[src/pkg/usb_device_common_cfg.svh]
// offsets, field positions, reset values and codes of the common device registers
// assumes byte address = 4 * register index on a 32-bit AXI4-Lite bus
`ifndef USB_DEVICE_COMMON_CFG_SVH
`define USB_DEVICE_COMMON_CFG_SVH

// ***************************
// register indices
// ***************************
`define IDX_CTRL_B        8'h08
`define IDX_DEV_ADDR      8'h0A
`define IDX_BUS_STATUS    8'h0C
`define IDX_FRAME_NUM     8'h10
`define IDX_IRQ_EN_CLR    8'h14
`define IDX_IRQ_EN_SET    8'h18
`define IDX_IRQ_FLAG      8'h1C

// ***************************
// fields and reset values
// ***************************
`define CTRL_DETACH_BIT   0
`define CTRL_RESUME_BIT   1
`define CTRL_SPEED_LSB    2
`define DEVICE_ADDR_FIELD_EN_BIT       7
`define SPD_LOW           2'h0
`define SPD_FULL          2'h1
`define CTRL_RESET        16'h0001
`define DETACH_RESET      1'b1
`define IRQ_LPM_SUSP_BIT  9
`define IRQ_LPM_NYET_BIT  8
`define IRQ_RAM_BIT       7
`define IRQ_SOF_BIT       2
`define IRQ_IMPL_MASK     10'h384
`define RESP_OKAY         2'h0
`define RESP_SLVERR       2'h2

`endif

[src/pkg/usb_device_common_pkg.sv]
// types of the common device register block
// assumes nothing beyond the cfg header for its numbers
package usb_device_common_pkg;

  typedef enum logic [1:0] {
    BUS_IDLE = 2'h0,
    BUS_ACK  = 2'h1,
    BUS_RESP = 2'h3
  } bus_state_t;

  typedef struct packed {
    bus_state_t  wrSt;
    bus_state_t  rdSt;
    logic        awready;
    logic        wready;
    logic        bvalid;
    logic [1:0]  bresp;
    logic        arready;
    logic        rvalid;
    logic [1:0]  rresp;
    logic [31:0] rdata;
    logic [1:0]  speedSel;
    logic        upstream_resume_request;
    logic        detach;
    logic [6:0]  devAddr;
    logic        addrEn;
    logic [6:0]  activeAddr;
    logic [1:0]  lineLvl;
    logic        frame_crc_fault;
    logic [10:0] frameNum;
    logic [2:0]  microNum;
    logic [9:0]  irqEn;
    logic [9:0]  irqStat;
    logic        irq;
  } state_t;

endpackage

[src/rtl/usb_device_common_regs.sv]
// common register logic of a full/low-speed usb device: control, address, status, frame number, irq enables
// assumes an axi4-lite master, and a protocol engine that gives one-cycle event pulses on ref_clk
//
// Our own choice: the AXI4-Lite interface to the registers.
`timescale 1ns/1ps
`include "usb_device_common_cfg.svh"

module usb_device_common_regs #(
  parameter int ADDR_W = 10
) (
  input  wire logic              ref_clk,
  input  wire logic              rst_b,
  input  wire logic [ADDR_W-1:0] awaddr,
  input  wire logic              awvalid,
  output logic                   awready,
  input  wire logic [31:0]       wdata,
  input  wire logic [3:0]        wstrb,
  input  wire logic              wvalid,
  output logic                   wready,
  output logic [1:0]             bresp,
  output logic                   bvalid,
  input  wire logic              bready,
  input  wire logic [ADDR_W-1:0] araddr,
  input  wire logic              arvalid,
  output logic                   arready,
  output logic [31:0]            rdata,
  output logic [1:0]             rresp,
  output logic                   rvalid,
  input  wire logic              rready,
  input  wire logic              busReset,
  input  wire logic [1:0]        bus_line_level,
  input  wire logic              resumeDone,
  input  wire logic              sofValid,
  input  wire logic [10:0]       sofFrame,
  input  wire logic              sofCrcErr,
  input  wire logic              msofValid,
  input  wire logic [2:0]        msofMicro,
  input  wire logic              msofCrcErr,
  input  wire logic              lpmSuspEvt,
  input  wire logic              lpmNyetEvt,
  input  wire logic              ramFaultEvt,
  output logic [1:0]             speedSelect,
  output logic                   resumeRequest,
  output logic                   pullupDisable,
  output logic [6:0]             activeAddr,
  output logic                   irq
);

  // ***************************
  // state
  // ***************************
  usb_device_common_pkg::state_t s_reg;
  usb_device_common_pkg::state_t s_next;

  logic [7:0]  wrIdx;
  logic [7:0]  rdIdx;
  logic        wrHs;
  logic [15:0] wdMasked;
  logic [9:0]  evtSet;

  assign wrIdx    = awaddr[9:2];
  assign rdIdx    = araddr[9:2];
  assign wrHs     = awvalid && awready && wvalid && wready;
  assign wdMasked = wdata[15:0] & {{8{wstrb[1]}}, {8{wstrb[0]}}};

  // one generate loop places each event on its flag position
  genvar gi;
  generate
    for (gi = 0; gi < 10; gi++) begin : g_evt
      if (gi == `IRQ_LPM_SUSP_BIT) begin : g_susp
        assign evtSet[gi] = lpmSuspEvt;
      end else if (gi == `IRQ_LPM_NYET_BIT) begin : g_nyet
        assign evtSet[gi] = lpmNyetEvt;
      end else if (gi == `IRQ_RAM_BIT) begin : g_ram
        assign evtSet[gi] = ramFaultEvt;
      end else if (gi == `IRQ_SOF_BIT) begin : g_sof
        assign evtSet[gi] = sofValid || msofValid;
      end else begin : g_none
        assign evtSet[gi] = 1'b0;
      end
    end
  endgenerate

  // ***************************
  // next state
  // ***************************
  always_comb begin
    s_next = s_reg;
    // write channel: both address and data are waited for, so their order is free
    case (s_reg.wrSt)
      usb_device_common_pkg::BUS_IDLE: begin
        if (awvalid && wvalid) begin
          s_next.awready = 1'b1;
          s_next.wready  = 1'b1;
          s_next.wrSt    = usb_device_common_pkg::BUS_ACK;
        end
      end
      usb_device_common_pkg::BUS_ACK: begin
        s_next.awready = 1'b0;
        s_next.wready  = 1'b0;
        s_next.bvalid  = 1'b1;
        s_next.bresp   = `RESP_OKAY;
        s_next.wrSt    = usb_device_common_pkg::BUS_RESP;
        // resume done drops the request before a fresh write may raise it again
        if (resumeDone) begin
          s_next.upstream_resume_request = 1'b0;
        end
        case (wrIdx)
          `IDX_CTRL_B: begin
            if (wstrb[0]) begin
              s_next.speedSel = wdata[`CTRL_SPEED_LSB +: 2];
              s_next.detach   = wdata[`CTRL_DETACH_BIT];
              if (wdata[`CTRL_RESUME_BIT]) begin
                s_next.upstream_resume_request = 1'b1;
              end
            end
          end
          `IDX_DEV_ADDR: begin
            if (wstrb[0]) begin
              s_next.devAddr = wdata[6:0];
              s_next.addrEn  = wdata[`DEVICE_ADDR_FIELD_EN_BIT];
            end
          end
          `IDX_IRQ_EN_CLR: s_next.irqEn = s_reg.irqEn & ~(wdMasked[9:0] & `IRQ_IMPL_MASK);
          `IDX_IRQ_EN_SET: s_next.irqEn = s_reg.irqEn | (wdMasked[9:0] & `IRQ_IMPL_MASK);
          `IDX_IRQ_FLAG:   s_next.irqStat = s_reg.irqStat & ~wdMasked[9:0];
          `IDX_BUS_STATUS, `IDX_FRAME_NUM: s_next.bresp = `RESP_OKAY;
          default:         s_next.bresp = `RESP_SLVERR;
        endcase
      end
      usb_device_common_pkg::BUS_RESP: begin
        if (bready) begin
          s_next.bvalid = 1'b0;
          s_next.wrSt   = usb_device_common_pkg::BUS_IDLE;
        end
      end
      default: s_next.wrSt = usb_device_common_pkg::BUS_IDLE;
    endcase
    if (s_reg.wrSt != usb_device_common_pkg::BUS_ACK && resumeDone) begin
      s_next.upstream_resume_request = 1'b0;
    end

    // read channel: data is sampled at the address handshake, so a word is coherent
    case (s_reg.rdSt)
      usb_device_common_pkg::BUS_IDLE: begin
        if (arvalid) begin
          s_next.arready = 1'b1;
          s_next.rdSt    = usb_device_common_pkg::BUS_ACK;
        end
      end
      usb_device_common_pkg::BUS_ACK: begin
        s_next.arready = 1'b0;
        s_next.rvalid  = 1'b1;
        s_next.rresp   = `RESP_OKAY;
        s_next.rdSt    = usb_device_common_pkg::BUS_RESP;
        case (rdIdx)
          `IDX_CTRL_B:     s_next.rdata = {28'h000_0000, s_reg.speedSel, s_reg.upstream_resume_request, s_reg.detach};
          `IDX_DEV_ADDR:   s_next.rdata = {24'h00_0000, s_reg.addrEn, s_reg.devAddr};
          `IDX_BUS_STATUS: s_next.rdata = {24'h00_0000, s_reg.lineLvl, 2'b00,
                                           (s_reg.speedSel == `SPD_LOW) ? `SPD_LOW : `SPD_FULL, 2'b00};
          `IDX_FRAME_NUM:  s_next.rdata = {16'h0000, s_reg.frame_crc_fault, 1'b0, s_reg.frameNum, s_reg.microNum};
          `IDX_IRQ_EN_CLR, `IDX_IRQ_EN_SET: s_next.rdata = {22'h00_0000, s_reg.irqEn};
          `IDX_IRQ_FLAG:   s_next.rdata = {22'h00_0000, s_reg.irqStat};
          default: begin
            s_next.rdata = 32'h0000_0000;
            s_next.rresp = `RESP_SLVERR;
          end
        endcase
      end
      usb_device_common_pkg::BUS_RESP: begin
        if (rready) begin
          s_next.rvalid = 1'b0;
          s_next.rdSt   = usb_device_common_pkg::BUS_IDLE;
        end
      end
      default: s_next.rdSt = usb_device_common_pkg::BUS_IDLE;
    endcase

    // ***************************
    // link side capture
    // ***************************
    s_next.lineLvl = bus_line_level;
    if (sofValid) begin
      s_next.frameNum = sofFrame;
      s_next.microNum = 3'h0;
      s_next.frame_crc_fault   = sofCrcErr;
    end else if (msofValid) begin
      s_next.microNum = msofMicro;
      s_next.frame_crc_fault   = msofCrcErr;
    end
    // a new event beats a clear written in the same cycle
    s_next.irqStat = (s_next.irqStat | evtSet) & `IRQ_IMPL_MASK;
    // bus reset dominates a software write of the address or resume request in the same cycle
    if (busReset) begin
      s_next.addrEn   = 1'b0;
      s_next.devAddr  = 7'h00;
      s_next.upstream_resume_request    = 1'b0;
      s_next.frame_crc_fault   = 1'b0;
      s_next.frameNum = 11'h000;
      s_next.microNum = 3'h0;
    end
    s_next.activeAddr = s_next.addrEn ? s_next.devAddr : 7'h00;
    s_next.irq        = |(s_next.irqStat & s_next.irqEn);
  end

  always_ff @(posedge ref_clk or negedge rst_b) begin
    if (!rst_b) begin
      s_reg          <= '0;
      s_reg.detach   <= `DETACH_RESET;
      s_reg.speedSel <= `SPD_LOW;
    end else begin
      s_reg <= s_next;
    end
  end

  // ***************************
  // outputs
  // ***************************
  assign awready       = s_reg.awready;
  assign wready        = s_reg.wready;
  assign bvalid        = s_reg.bvalid;
  assign bresp         = s_reg.bresp;
  assign arready       = s_reg.arready;
  assign rvalid        = s_reg.rvalid;
  assign rresp         = s_reg.rresp;
  assign rdata         = s_reg.rdata;
  assign speedSelect   = s_reg.speedSel;
  assign resumeRequest = s_reg.upstream_resume_request;
  assign pullupDisable = s_reg.detach;
  assign activeAddr    = s_reg.activeAddr;
  assign irq           = s_reg.irq;
endmodule

[config.mk]
export PLATFORM = sky130hd
export DESIGN_NAME = usb_device_common_regs
export DESIGN_NICKNAME = d
export VERILOG_FILES = /design/src/pkg/usb_device_common_pkg.sv /design/src/rtl/usb_device_common_regs.sv
export VERILOG_INCLUDE_DIRS = /design/src /design/src/pkg
export SDC_FILE = /design/constraint.sdc
export NUM_CORES = 1
export LEC_CHECK = 0
export BUFFER_PORTS_ARGS = -buffer_cell sky130_fd_sc_hd__buf_2
export CELL_PAD_IN_SITES_DETAIL_PLACEMENT = 0
export CELL_PAD_IN_SITES_GLOBAL_PLACEMENT = 1
export CORE_UTILIZATION = 39
export CTS_CLUSTER_DIAMETER = 120
export DETAILED_ROUTE_END_ITERATION = 8
export GPL_TIMING_DRIVEN = 0
export PLACE_DENSITY = 0.95
export SETUP_SLACK_MARGIN = 0.05
export SLEW_MARGIN = 20
export SYNTH_ARGS = -nofsm -noshare
export SYNTH_HDL_FRONTEND = slang
export SYNTH_SLANG_ARGS = --single-unit
[constraint.sdc]
create_clock -name ref_clk -period 5.5 [get_ports ref_clk]
set_clock_uncertainty 0.2 [all_clocks]
set_input_delay 0.275 -clock ref_clk [delete_from_list [all_inputs] [get_ports ref_clk]]
set_output_delay 0.275 -clock ref_clk [all_outputs]
set_load 0.05 [all_outputs]
Yosys cells after proc, flatten, opt, wreduce, memory -nomap -nowiden:

Cells that the tools add are included.

* bits in registers: 96
* output and inout bits: 53
* logic and storage cells: 116

* equality and inequality tests: 23
* muxes and demuxes: 38
* bitwise gates (word level): 8
* reductions and logical operators: 24

Operators with widths (count)
* one-hot mux 16 bit (6 select lines): 1
* == test 8 x 5 -> 1 bit, second input constant: 8
* == test 8 x 4 -> 1 bit, second input constant: 6
* bitwise AND 10 bit: 4
* two-way mux 8 bit: 3
* two-way mux 10 bit: 2
* two-way mux 20 bit: 1
* NOT 10 bit: 2
* bitwise OR 10 bit: 2
* one-hot mux 10 bit (2 select lines): 1
* two-way mux 2 bit: 9
* two-way mux 15 bit: 1
* OR reduction 7 bit: 2
* one-hot mux 2 bit (3 select lines): 2
* AND reduction 2 bit: 6
* two-way mux 11 bit: 1
* two-way mux 1 bit: 10
* nonzero test 2 bit: 5
* OR reduction 10 bit: 1
* inequality test 2 bit, second input constant: 4
* two-way mux 7 bit: 1
* logical NOT 2 bit: 3
* two-way mux 3 bit: 2
* one-hot mux 1 bit (2 select lines): 3
* 9 further kinds: 13

Depth between registers and ports, before layout:

Gate-level depths: netlist of the first run.

* depth in word-level cells: 8
* depth in mapped cells: 7

Least setup slack after synthesis of the first run:

OpenSTA, ideal clock, no wires.

* kind: input -> register
* from: in araddr[7]
* to: reg s_reg, in the netlist rresp[1]
* setup time: 0.133 ns
* arrival: 1.624 ns
* data required time: 5.167 ns
* slack: 3.542 ns
* stages on the path: 5
* cell sequence: or3_4 -> or4_4 -> nor2_8 -> o311ai_4 -> a21boi_0

* cells in the longest elaborated chain, start to end: 3
* elaborated cells between the ends (all ways): 9
* classes of those cells: eq/ne: 7; mux: 1; reduce/logical: 1

RTL lines
* start: declaration: RTL line usb_device_common_regs.sv:23 `input wire logic [ADDR_W-1:0] araddr,`
* == test 8 x 5 -> 1 bit or == test 8 x 4 -> 1 bit (tied branches): RTL line usb_device_common_regs.sv:156 `case (rdIdx)`
* OR reduction 7 bit (no source line) (*)
* two-way mux 2 bit (*): RTL line usb_device_common_regs.sv:156
* end signal: assignment: RTL line usb_device_common_regs.sv:212 `s_reg <= s_next;`
* end: declaration: RTL line usb_device_common_regs.sv:52 `usb_device_common_pkg::state_t s_reg;`

Every way passes the cells marked *; elsewhere a longest branch is shown, timed or not.
A chain may end at the register's enable or synchronous reset.

==> results of run 1 <==
## layer usage
metal  track usage (%)  wire length [um]
met1              24.6              3930
met2              31.3              4050
met3              6.30               583
met4              5.24                78
met5                 0                 0
## per-stage QoR
stage | worst slack [ps] | power (mW)
floorplan | 3540 | 0.812
finish | 3370 | 1.33
global route | 3190 | 1.40
CTS | 3380 | 1.34
global placement | 3220 | 0.897
detailed placement | 3200 | 0.908
## where the power goes
part	internal, mW	total, mW	leakage [nW]	switching [mW]
logic	0.105	0.325	1.35	0.220
registers	0.554	0.585	0.891	0.0313
clock network	0.232	0.419	0.106	0.187
## cells in the final DEF (no fill, tap or decap), types with 2 or more instances in the layout
cell type | netlist | routed
conb_1 | 1 | 19
a2111oi_0 | 2 | 2
nand2_1 | 47 | 47
buf_4 | 46 | 47
and4b_1 | 2 | 2
clkbuf_8 | 0 | 11
a211oi_1 | 6 | 6
or2_2 | 4 | 4
o21ai_1 | 6 | 6
nor4_2 | 2 | 2
and3b_1 | 2 | 2
a21oi_1 | 24 | 24
nand4_1 | 8 | 8
dfrtp_1 | 69 | 69
nor2_1 | 23 | 23
buf_1 | 3 | 3
nor3_1 | 4 | 4
clkbuf_1 | 13 | 14
nor2b_1 | 7 | 7
mux2_2 | 5 | 5
o21a_1 | 2 | 2
inv_1 | 9 | 9
dlygate4sd3_1 | 0 | 27
a22oi_1 | 3 | 3
nand2b_1 | 2 | 2
mux2i_1 | 23 | 23
buf_2 | 4 | 90
clkinv_2 | 0 | 3
a21o_1 | 4 | 4
a21boi_0 | 3 | 3
nand3_1 | 15 | 15
o21ai_0 | 9 | 9
## layout make-up
class	instances	area [um^2]	share of cell area, %
buffer	66	425	9.01
clock inverter	4	45.0	0.954
multi-input combinational	240	1450	30.6
sequential	70	1750	37.1
tap	108	135	2.86
clock buffer	12	155	3.29
timing repair buffer	115	728	15.4
inverter	9	33.8	0.715
## repair_timing
item                      4_1_cts  5_1_grt
buffers inserted                0        0
hold buffers                   27        0
hold endpoints to repair       66        0
## critical path, stage by stage, from the launching register on
cell	delay (ps)
dfrtp_1	430
and3b_1	320
nand4_1	160
or2_2	320
clkbuf_1	170
buf_2	220
nand3_1	100
a21oi_1	80
## cell families (layout without fill, tap and decap cells)
family,after synthesis,count (layout)
flops,70,70
mux,28,28
buf+inv,75,206
compound gates,68,68
other cells,1,19
simple gates,125,125
## worst max path at each step
stage / slack (ps) / endpoint / cells after the start
floorplan: 3540 / rresp[1] / 5
global placement: 3220 / activeAddr[5] / 8
detailed placement: 3200 / activeAddr[5] / 8
CTS: 3380 / activeAddr[5] / 7
global route: 3190 / activeAddr[5] / 7
finish: 3370 / activeAddr[5] / 7
==> results.py, run 1 <==
metrics = {
    "synthesis": {
        "synth_cell_types": 48,
        "ys_seq_area_share_pct": 48.8,
        "synthMuxAreaShare_pct": 7.98,
        "synth_common_cells": "dfrtp_1 (69), nand2_1 (47), buf_4 (46)",
        "synth_top_family_by_area": "simple AND/OR/NAND/NOR gates",
        "synth_compound_area_share_pct": 12.5,
        "syn_area_um2": 3590,
        "syn_inst": 367,
        "synth_enable_flop_cells": 0,
        "yosysTopAreaCellShare_pct": 48.1,
        "synth.area.top_cells": "dfrtp_1 (48%), buf_4 (9.6%), mux2i_1 (6.4%)",
        "avgSynthCellArea_um2": 9.78,
        "ys.flop_type": "dfrtp_1",
        "postSynth.asyncResetShare_pct": 100,
        "yosysTopAreaCell": "dfrtp_1",
        "yosys_warnings": 0,
        "synth.most_common_cell": "dfrtp_1",
        "synthAdderAreaFrac_pct": 0,
        "synth_xor_area_share_pct": 0,
        "synthSimpleGateAreaFrac_pct": 17.8,
        "synth_seq_cells": 70,
    },
    "place": {
        "hpwl_mm": 6.38,
        "placed_area_um2": 4250,
        "gp_congestion": 0.783,
        "numPortBuffers": 87,
        "dp.cells": 581,
    },
    "global_route": {
        "grt_pass1_wl_mm": 14.5,
        "grt_max_degree": 38,
        "gr-total-overflow": 0,
        "antenna_found_initial": 0,
        "grt_usage_pct": 19.2,
        "grt_pass1_vias": 3070,
    },
    "final_layout": {
        "largest_reg_flops": 37,
        "fin_nets": 599,
        "fin_util_pct": 53.6,
        "layout.cells.non_filler": 624,
        "fillCellCount": 829,
        "fin_area_um2": 4720,
        "antennaDiodeCount": 0,
        "layout-drive-gt1-share_pct": 33.1,
        "area.growth.synth_to_final_pct": 31.5,
    },
    "sta": {
        "min_period_ps": 2130,
        "slew_headroom_pct": 56.0,
        "finalMaxSlewViolations": 0,
        "worstMarginPinSlew_ps": 660,
        "tns_ps": 0,
        "fin_crit_sh_pct": 38.7,
        "whs_ps": 16.0,
        "finalSetupViolations": 0,
        "finalHoldViolCount": 0,
        "rsz0062_at_grt": "no",
        "max_freq_mhz": 470,
    },
    "routing": {
        "avgRoutedWirePerCell_um": 13.8,
        "via_per_inst": 4.84,
        "num_vias": 3022,
        "firstDrtPassIters": 6,
        "drt-total-wl_mm": 8.64,
        "drtIter0Drc": 154,
        "ant_nets": 0,
        "post-route-drc-count": 10,
    },
    "critical_path": {
        "critPathLaunchType": "register",
        "required_ps": 5510,
        "r2r_end": "activeAddr[5]",
        "path_class": "register to register",
        "worstPathArrival_ps": 2140,
        "timing.rr.start": "s_reg[101]",
        "critPathLaunch": "s_reg[101]",
        "critical_path_peak_fanout": 10,
        "regToRegSetupSlack_ps": 3370,
        "cp-end-kind": "register",
        "reg2reg_depth": 7,
    },
    "clock_network": {
        "path_clk_slew_ps": 70,
        "clk_latency_ps": 350,
        "cts_max_path_buffers": 2,
        "numClockSinks": 70,
        "cts-root-buf": "clkbuf_8",
        "cts_tree": "built",
        "h-tree-depth": 3,
        "ctsResizeCount": 0,
        "numCtsBuffers": 9,
    },
    "hold_path": {
        "hold_depth": 3,
        "hold_class": "input port to register",
        "worstHoldEndpoint": "s_reg[30]",
        "hp-start": "sofFrame[6]",
    },
    "floorplanning": {
        "start_util_pct": 40.8,
        "die_h_um": 98.0,
        "dieWidth_um": 98.0,
        "die_area_um2": 9600,
        "core_area_um2": 8810,
        "rows": 34,
        "num_io_pins": 141,
    },
    "power": {
        "ir_drop_v": 0.000217,
        "p_leak_nw": 2.35,
        "power.density_nw_per_um2": 281,
    },
    "run_status": {
        "violations": "design-rule violations",
        "status": "finished, violations left",
    },
    "job": {
        "maxCapViolCount": 0,
    },
}
No activity file was read; power rests on OpenSTA's default activity.
==> run 2, diff against run 1 <==
CORE_UTILIZATION = 33   (was 39)
PLACE_DENSITY = 0.88   (was 0.95)
clock period = 1.8 ns   (was 5.5 ns; I/O delays follow)
==> run 2 against run 1 <==
Effect of this change: clock power rose to 2.7 times the previous value; sequential power rose to 3.0 times the previous value; setup slack got worse by 3500 ps; the flow finishes with violations (negative setup slack); via count rose by 4.5%; largest cell class unchanged; fmax rose by 12%; flip-flop and latch count did not move; first-iteration DRC count fell by 18%; wire length rose by 12%; die area rose by 18%; design area rose by 11%; combinational power rose to 3.4 times the previous value.
==> results.py, run 2 (synthesis gave the netlist of run 1 again) <==
metrics = {
    "place": {
        "hpwl_mm": 6.66,
        "placed_area_um2": 4320,
        "numPortBuffers": 87,
        "gp_congestion": 0.779,
    },
    "routing": {
        "post-route-drc-count": 0,
        "drtIter0Drc": 126,
        "ant_nets": 0,
        "avgRoutedWirePerCell_um": 14.4,
        "via_per_inst": 4.69,
        "firstDrtPassIters": 5,
        "num_vias": 3157,
        "drt-total-wl_mm": 9.71,
    },
    "critical_path": {
        "critical_path_peak_fanout": 3,
        "slowest_stage": "dfrtp_1",
        "worstPathCellList": "buf_6 -> and4b_2 -> nand4_1 -> a21oi_2 -> o32ai_2 -> a221o_1",
        "worstPathArrival_ps": 1930,
        "regToRegSetupSlack_ps": -110,
        "worst_path_largest_cell_delay_ps": 400,
        "path_class": "register to register",
        "r2r_end": "irq",
        "critPathLaunch": "s_reg[101]",
        "cp-end-kind": "register",
        "timing.rr.start": "s_reg[101]",
        "critPathLaunchType": "register",
        "crit_end": "irq",
        "required_ps": 1820,
        "reg2reg_depth": 6,
    },
    "run_status": {
        "violations": "negative setup slack",
        "status": "finished, violations left",
    },
    "clock_network": {
        "cts_max_path_buffers": 2,
        "h-tree-depth": 3,
        "cts_tree": "built",
        "path_clk_slew_ps": 80,
        "clk_latency_ps": 340,
        "cts-root-buf": "clkbuf_8",
        "numClockSinks": 70,
        "numCtsBuffers": 9,
    },
    "floorplanning": {
        "dieWidth_um": 106,
        "core_area_um2": 10400,
        "start_util_pct": 34.5,
        "rows": 37,
        "die_area_um2": 11300,
        "die_h_um": 106,
        "num_io_pins": 141,
    },
    "sta": {
        "finalMaxSlewViolations": 0,
        "finalSetupViolations": 16,
        "min_period_ps": 1910,
        "finalWorstSetupSlack_ps": -109,
        "tns_ps": -785,
        "slew_headroom_pct": 50.5,
        "fin_crit_sh_pct": 106,
        "max_freq_mhz": 524,
        "finalHoldViolCount": 0,
        "rsz0062_at_grt": "yes",
        "worstMarginPinSlew_ps": 742,
    },
    "power": {
        "net-switching-power_mw": 1.41,
        "internal-power_mw": 2.62,
        "power.density_nw_per_um2": 769,
        "ir_drop_v": 0.000680,
        "p_leak_nw": 2.48,
        "swShare_pct": 35.0,
        "clkPwrFrac_pct": 28.6,
        "power_frac_comb_pct": 27.2,
        "pwr-share-seq_pct": 44.2,
    },
    "hold_path": {
        "hold_class": "input port to register",
        "hold_depth": 3,
        "hp-start": "msofValid",
    },
    "final_layout": {
        "fin_area_um2": 5230,
        "final_common_cell": "buf_2",
        "layout-drive-gt1-share_pct": 42.8,
        "fin_nets": 620,
        "antennaDiodeCount": 0,
        "layout_common_cells": "buf_2 (88), dfrtp_1 (69), buf_4 (50)",
        "area.growth.synth_to_final_pct": 45.7,
        "largest_reg_flops": 37,
    },
    "global_route": {
        "antenna_found_initial": 0,
        "grt_pass1_wl_mm": 15.3,
        "grt_max_degree": 45,
        "grt_pass1_vias": 3239,
        "grt_usage_pct": 17.4,
        "gr-total-overflow": 0,
    },
    "job": {
        "maxCapViolCount": 0,
    },
}
-- run 2: metal layers --
metal	routed length [um]	vias to the layer above	GRT usage, %
met1	4210	1504	20.9
li1	-	1539	-
met3	479	18	4.29
met4	180	0	6.65
met2	4840	96	30.0
met5	0	-	0
-- run 2: worst min-delay path by stage --
stage | to | slack [ps]
3_5_place_dp | awready | -170
3_3_place_gp | s_reg[37] | 1
5_1_grt | s_reg[21] | 40
2_1_floorplan | activeAddr[0] | -410
6_report | s_reg[21] | 30
4_1_cts | s_reg[13] | -0.02
-- run 2: final cells by class --
type | count | area [um^2]
Buffer | 65 | 439
Tap cell | 136 | 170
Fill cell | 997 | 5180
Clock inverter | 5 | 33.8
Timing Repair Buffer | 137 | 963
Sequential cell | 70 | 1750
Inverter | 9 | 33.8
Multi-Input combinational cell | 240 | 1700
Clock buffer | 11 | 141
-- run 2: critical path: cells and delay by family, from the launching register on --
kind / cells / cell delay (ps)
simple gates: 2 / 450
compound gates: 3 / 600
buf+inv: 1 / 130
flops: 1 / 400
-- run 2: power by group through the flow --
stage               sequential, mW  combinational, mW  clock [mW]
CTS                           1.78               1.09        1.18
detailed placement            1.81              0.958           0
global route                  1.80               1.18        1.24
global placement              1.81              0.934           0
floorplan                     1.94              0.540           0
finish                        1.78               1.10        1.15
-- run 2: timing repair --
action / CTS / global route
setup buffers: 6 / 1
resized for setup: 38 / 34
endpoints found under the setup margin: 19 / 28
hold buffers: 41 / 0
hold endpoints to repair: 122 / 0
gates cloned: 2 / 0
pin swaps: 25 / 20
-- run 2: stage by stage --
stage               cells  util (%)  setup WS [ps]  hold slack [ps]  power [mW]
floorplan             385         -           27.3             -406        2.48
global placement      608      41.2           -338             1.10        2.74
detailed placement    609      41.4           -386             -166        2.77
CTS                   673      49.0          -68.9          -0.0189        4.05
global route          673      50.2           -198             44.4        4.22
finish                673      50.2           -109             26.7        4.03
==> run 3, diff against run 2 <==
TNS_END_PERCENT = 30   (was default)
==> run 3 against run 2 <==
Effect of this change: the flow still finishes with violations (negative setup slack); hold slack worse by 7.7 ps; critical path depth unchanged; flip-flop and latch count unchanged; via count up 0.48%; global-route usage up 0.28 points; final cell count up 0.59%; die area unchanged; count of clock-buffer cells in the layout down 1; largest power group unchanged; highest routed layer unchanged.
==> results.py, run 3 (synthesis gave the netlist of run 1 again) <==
metrics = {
    "run_status": {
        "violations": "negative setup slack",
        "status": "finished, violations left",
    },
    "final_layout": {
        "antennaDiodeCount": 0,
        "multiInputGateArea_um2": 1590,
        "layout_common_cells": "buf_2 (87), dfrtp_1 (69), buf_4 (52)",
        "seq_area_um2": 1750,
        "fin_nets": 624,
        "layout.cells.non_filler": 677,
        "largest_reg_flops": 37,
        "fillCellCount": 987,
        "final_common_cell": "buf_2",
        "area.growth.synth_to_final_pct": 44.4,
        "layout-drive-gt1-share_pct": 39.7,
    },
    "floorplanning": {
        "die_area_um2": 11300,
        "core_area_um2": 10400,
        "die_h_um": 106,
        "num_io_pins": 141,
        "dieWidth_um": 106,
        "rows": 37,
        "start_util_pct": 34.5,
    },
    "global_route": {
        "global_route.peak_usage_layer": "met2",
        "grtUsageMet1_pct": 21.8,
        "grt_max_degree": 37,
        "grt_usage_pct": 17.7,
        "grt_pass1_vias": 3254,
        "gr-total-overflow": 0,
        "met2_usage_pct": 30.2,
        "gr-usage-met3_pct": 4.72,
        "antenna_found_initial": 0,
        "grt_pass1_wl_mm": 15.5,
    },
    "clock_network": {
        "numCtsBuffers": 9,
        "clk_latency_ps": 350,
        "cts-root-buf": "clkbuf_8",
        "cts_tree": "built",
        "h-tree-depth": 3,
        "path_clk_slew_ps": 70,
        "numClockSinks": 70,
        "cts_max_path_buffers": 2,
    },
    "place": {
        "gp_congestion": 0.813,
        "hpwl_mm": 6.74,
        "numPortBuffers": 87,
        "dp.cells": 609,
    },
    "routing": {
        "num_vias": 3172,
        "ant_nets": 0,
        "firstDrtPassIters": 4,
        "drtIter0Drc": 113,
        "via_per_inst": 4.69,
        "post-route-drc-count": 0,
        "drt-total-wl_mm": 9.60,
        "avgRoutedWirePerCell_um": 14.2,
    },
    "sta": {
        "finalSetupViolations": 15,
        "finalMaxSlewViolations": 0,
        "max_freq_mhz": 529,
        "fin_crit_sh_pct": 105,
        "min_period_ps": 1890,
        "finalWorstSetupSlack_ps": -91.0,
        "worstMarginPinSlew_ps": 697,
        "slew_headroom_pct": 53.5,
        "finalHoldViolCount": 0,
        "rsz0062_at_grt": "yes",
    },
    "critical_path": {
        "required_ps": 1830,
        "worst_path_largest_cell_delay_ps": 410,
        "worstPathArrival_ps": 1920,
        "cp-end-kind": "register",
        "worstPathCellList": "buf_6 -> and4b_2 -> nand4b_1 -> a21oi_2 -> o32ai_2 -> a221o_1",
        "critical_path_peak_fanout": 4,
        "slowest_stage": "dfrtp_1",
        "critPathLaunchType": "register",
        "path_class": "register to register",
    },
    "job": {
        "maxCapViolCount": 0,
    },
    "power": {
        "power.density_nw_per_um2": 799,
        "clkPwrFrac_pct": 30.8,
        "power_mw": 4.14,
        "power_frac_comb_pct": 26.3,
        "pwr-share-seq_pct": 43.0,
        "ir_drop_v": 0.000744,
        "internal-power_mw": 2.75,
        "swShare_pct": 33.7,
        "p_leak_nw": 2.50,
        "net-switching-power_mw": 1.40,
    },
    "hold_path": {
        "hold_class": "input port to register",
    },
}
==> run 3: changes by cell type in the layout (fill, tap and decap cells not counted), moves of 4 or more <==
cell     change
nand3_1      +5
a21oi_2      -5
nand2_4      -7
nand2_1      +9
nand3_2      -4
a21oi_1      +5
==> run 3: timing repair <==
item,in CTS,in global routing
gates cloned,1,1
hold endpoints to repair,123,0
endpoints found under the setup margin,19,23
hold buffers,43,0
resized for setup,18,29
pin swaps,12,14
buffers inserted,8,0
==> run 3: critical path, delay by kind of cell, from the launching register on <==
family,cells,cell delay [ps]
AO/OA/AOI/OAI,3,580
buffers and inverters,1,130
flip-flops,1,410
AND/OR/NAND/NOR,2,440
==> run 3: metrics by stage <==
step / cell area (um^2) / util, % / hold slack [ps] / TNS [ps] / worst slack (ps)
final: 5180 / 49.8 / 19.0 / -484 / -91.0
after global routing: 5180 / 49.8 / 39.2 / -2000 / -159
after CTS: 5080 / 48.8 / 5.53 / -118 / -48.9
after detailed placement: 4320 / 41.4 / -119 / -7030 / -394
after global placement: 4290 / 41.2 / 0.218 / -5020 / -330
after floorplan: 3690 / - / -406 / 0 / 27.3
==> run 3: final cells by class <==
cell class              instances  share of cell area [%]
well taps                     136                    3.28
repair buffers                141                    19.3
clock buffers                  10                    2.65
inverters                       9                   0.652
flip-flops and latches         70                    33.8
plain buffers                  65                    8.54
clock inverters                 6                    1.18
multi-input cells             240                    30.6
==> run 3: worst paths after layout <==
| check | startpoint | endpoint | slack, ps | cells after the start |
|---|---|---|---|---|
| hold / removal | awaddr[5] | s_reg[18] | 20 | 3 |
| setup / recovery | s_reg[101] | irq | -90 | 6 |
| setup reg to reg | s_reg[101] | irq | -90 | 6 |
| min in group asynchronous | rst_b | activeAddr[0] | 30 | 2 |
| hold reg to reg | bvalid | bvalid | 280 | 2 |
| max in group asynchronous | rst_b | pullupDisable | 760 | 3 |
==> run 3: power groups by stage <==
stage          clock [mW]  combinational (mW)  sequential (mW)
3_3_place_gp            0               0.940             1.81
4_1_cts              1.30                1.08             1.78
5_1_grt              1.38                1.18             1.80
6_report             1.28                1.09             1.78
3_5_place_dp            0               0.966             1.81
2_1_floorplan           0               0.540             1.94
==> run 3: layer usage <==
| metal | vias to the layer above | share of wire (%) | wire (um) |
|---|---|---|---|
| met4 | 0 | 1.2 | 113 |
| li1 | 1548 | - | - |
| met5 | - | 0 | 0 |
| met3 | 15 | 6.0 | 571 |
| met1 | 1505 | 43 | 4090 |
| met2 | 104 | 50 | 4820 |
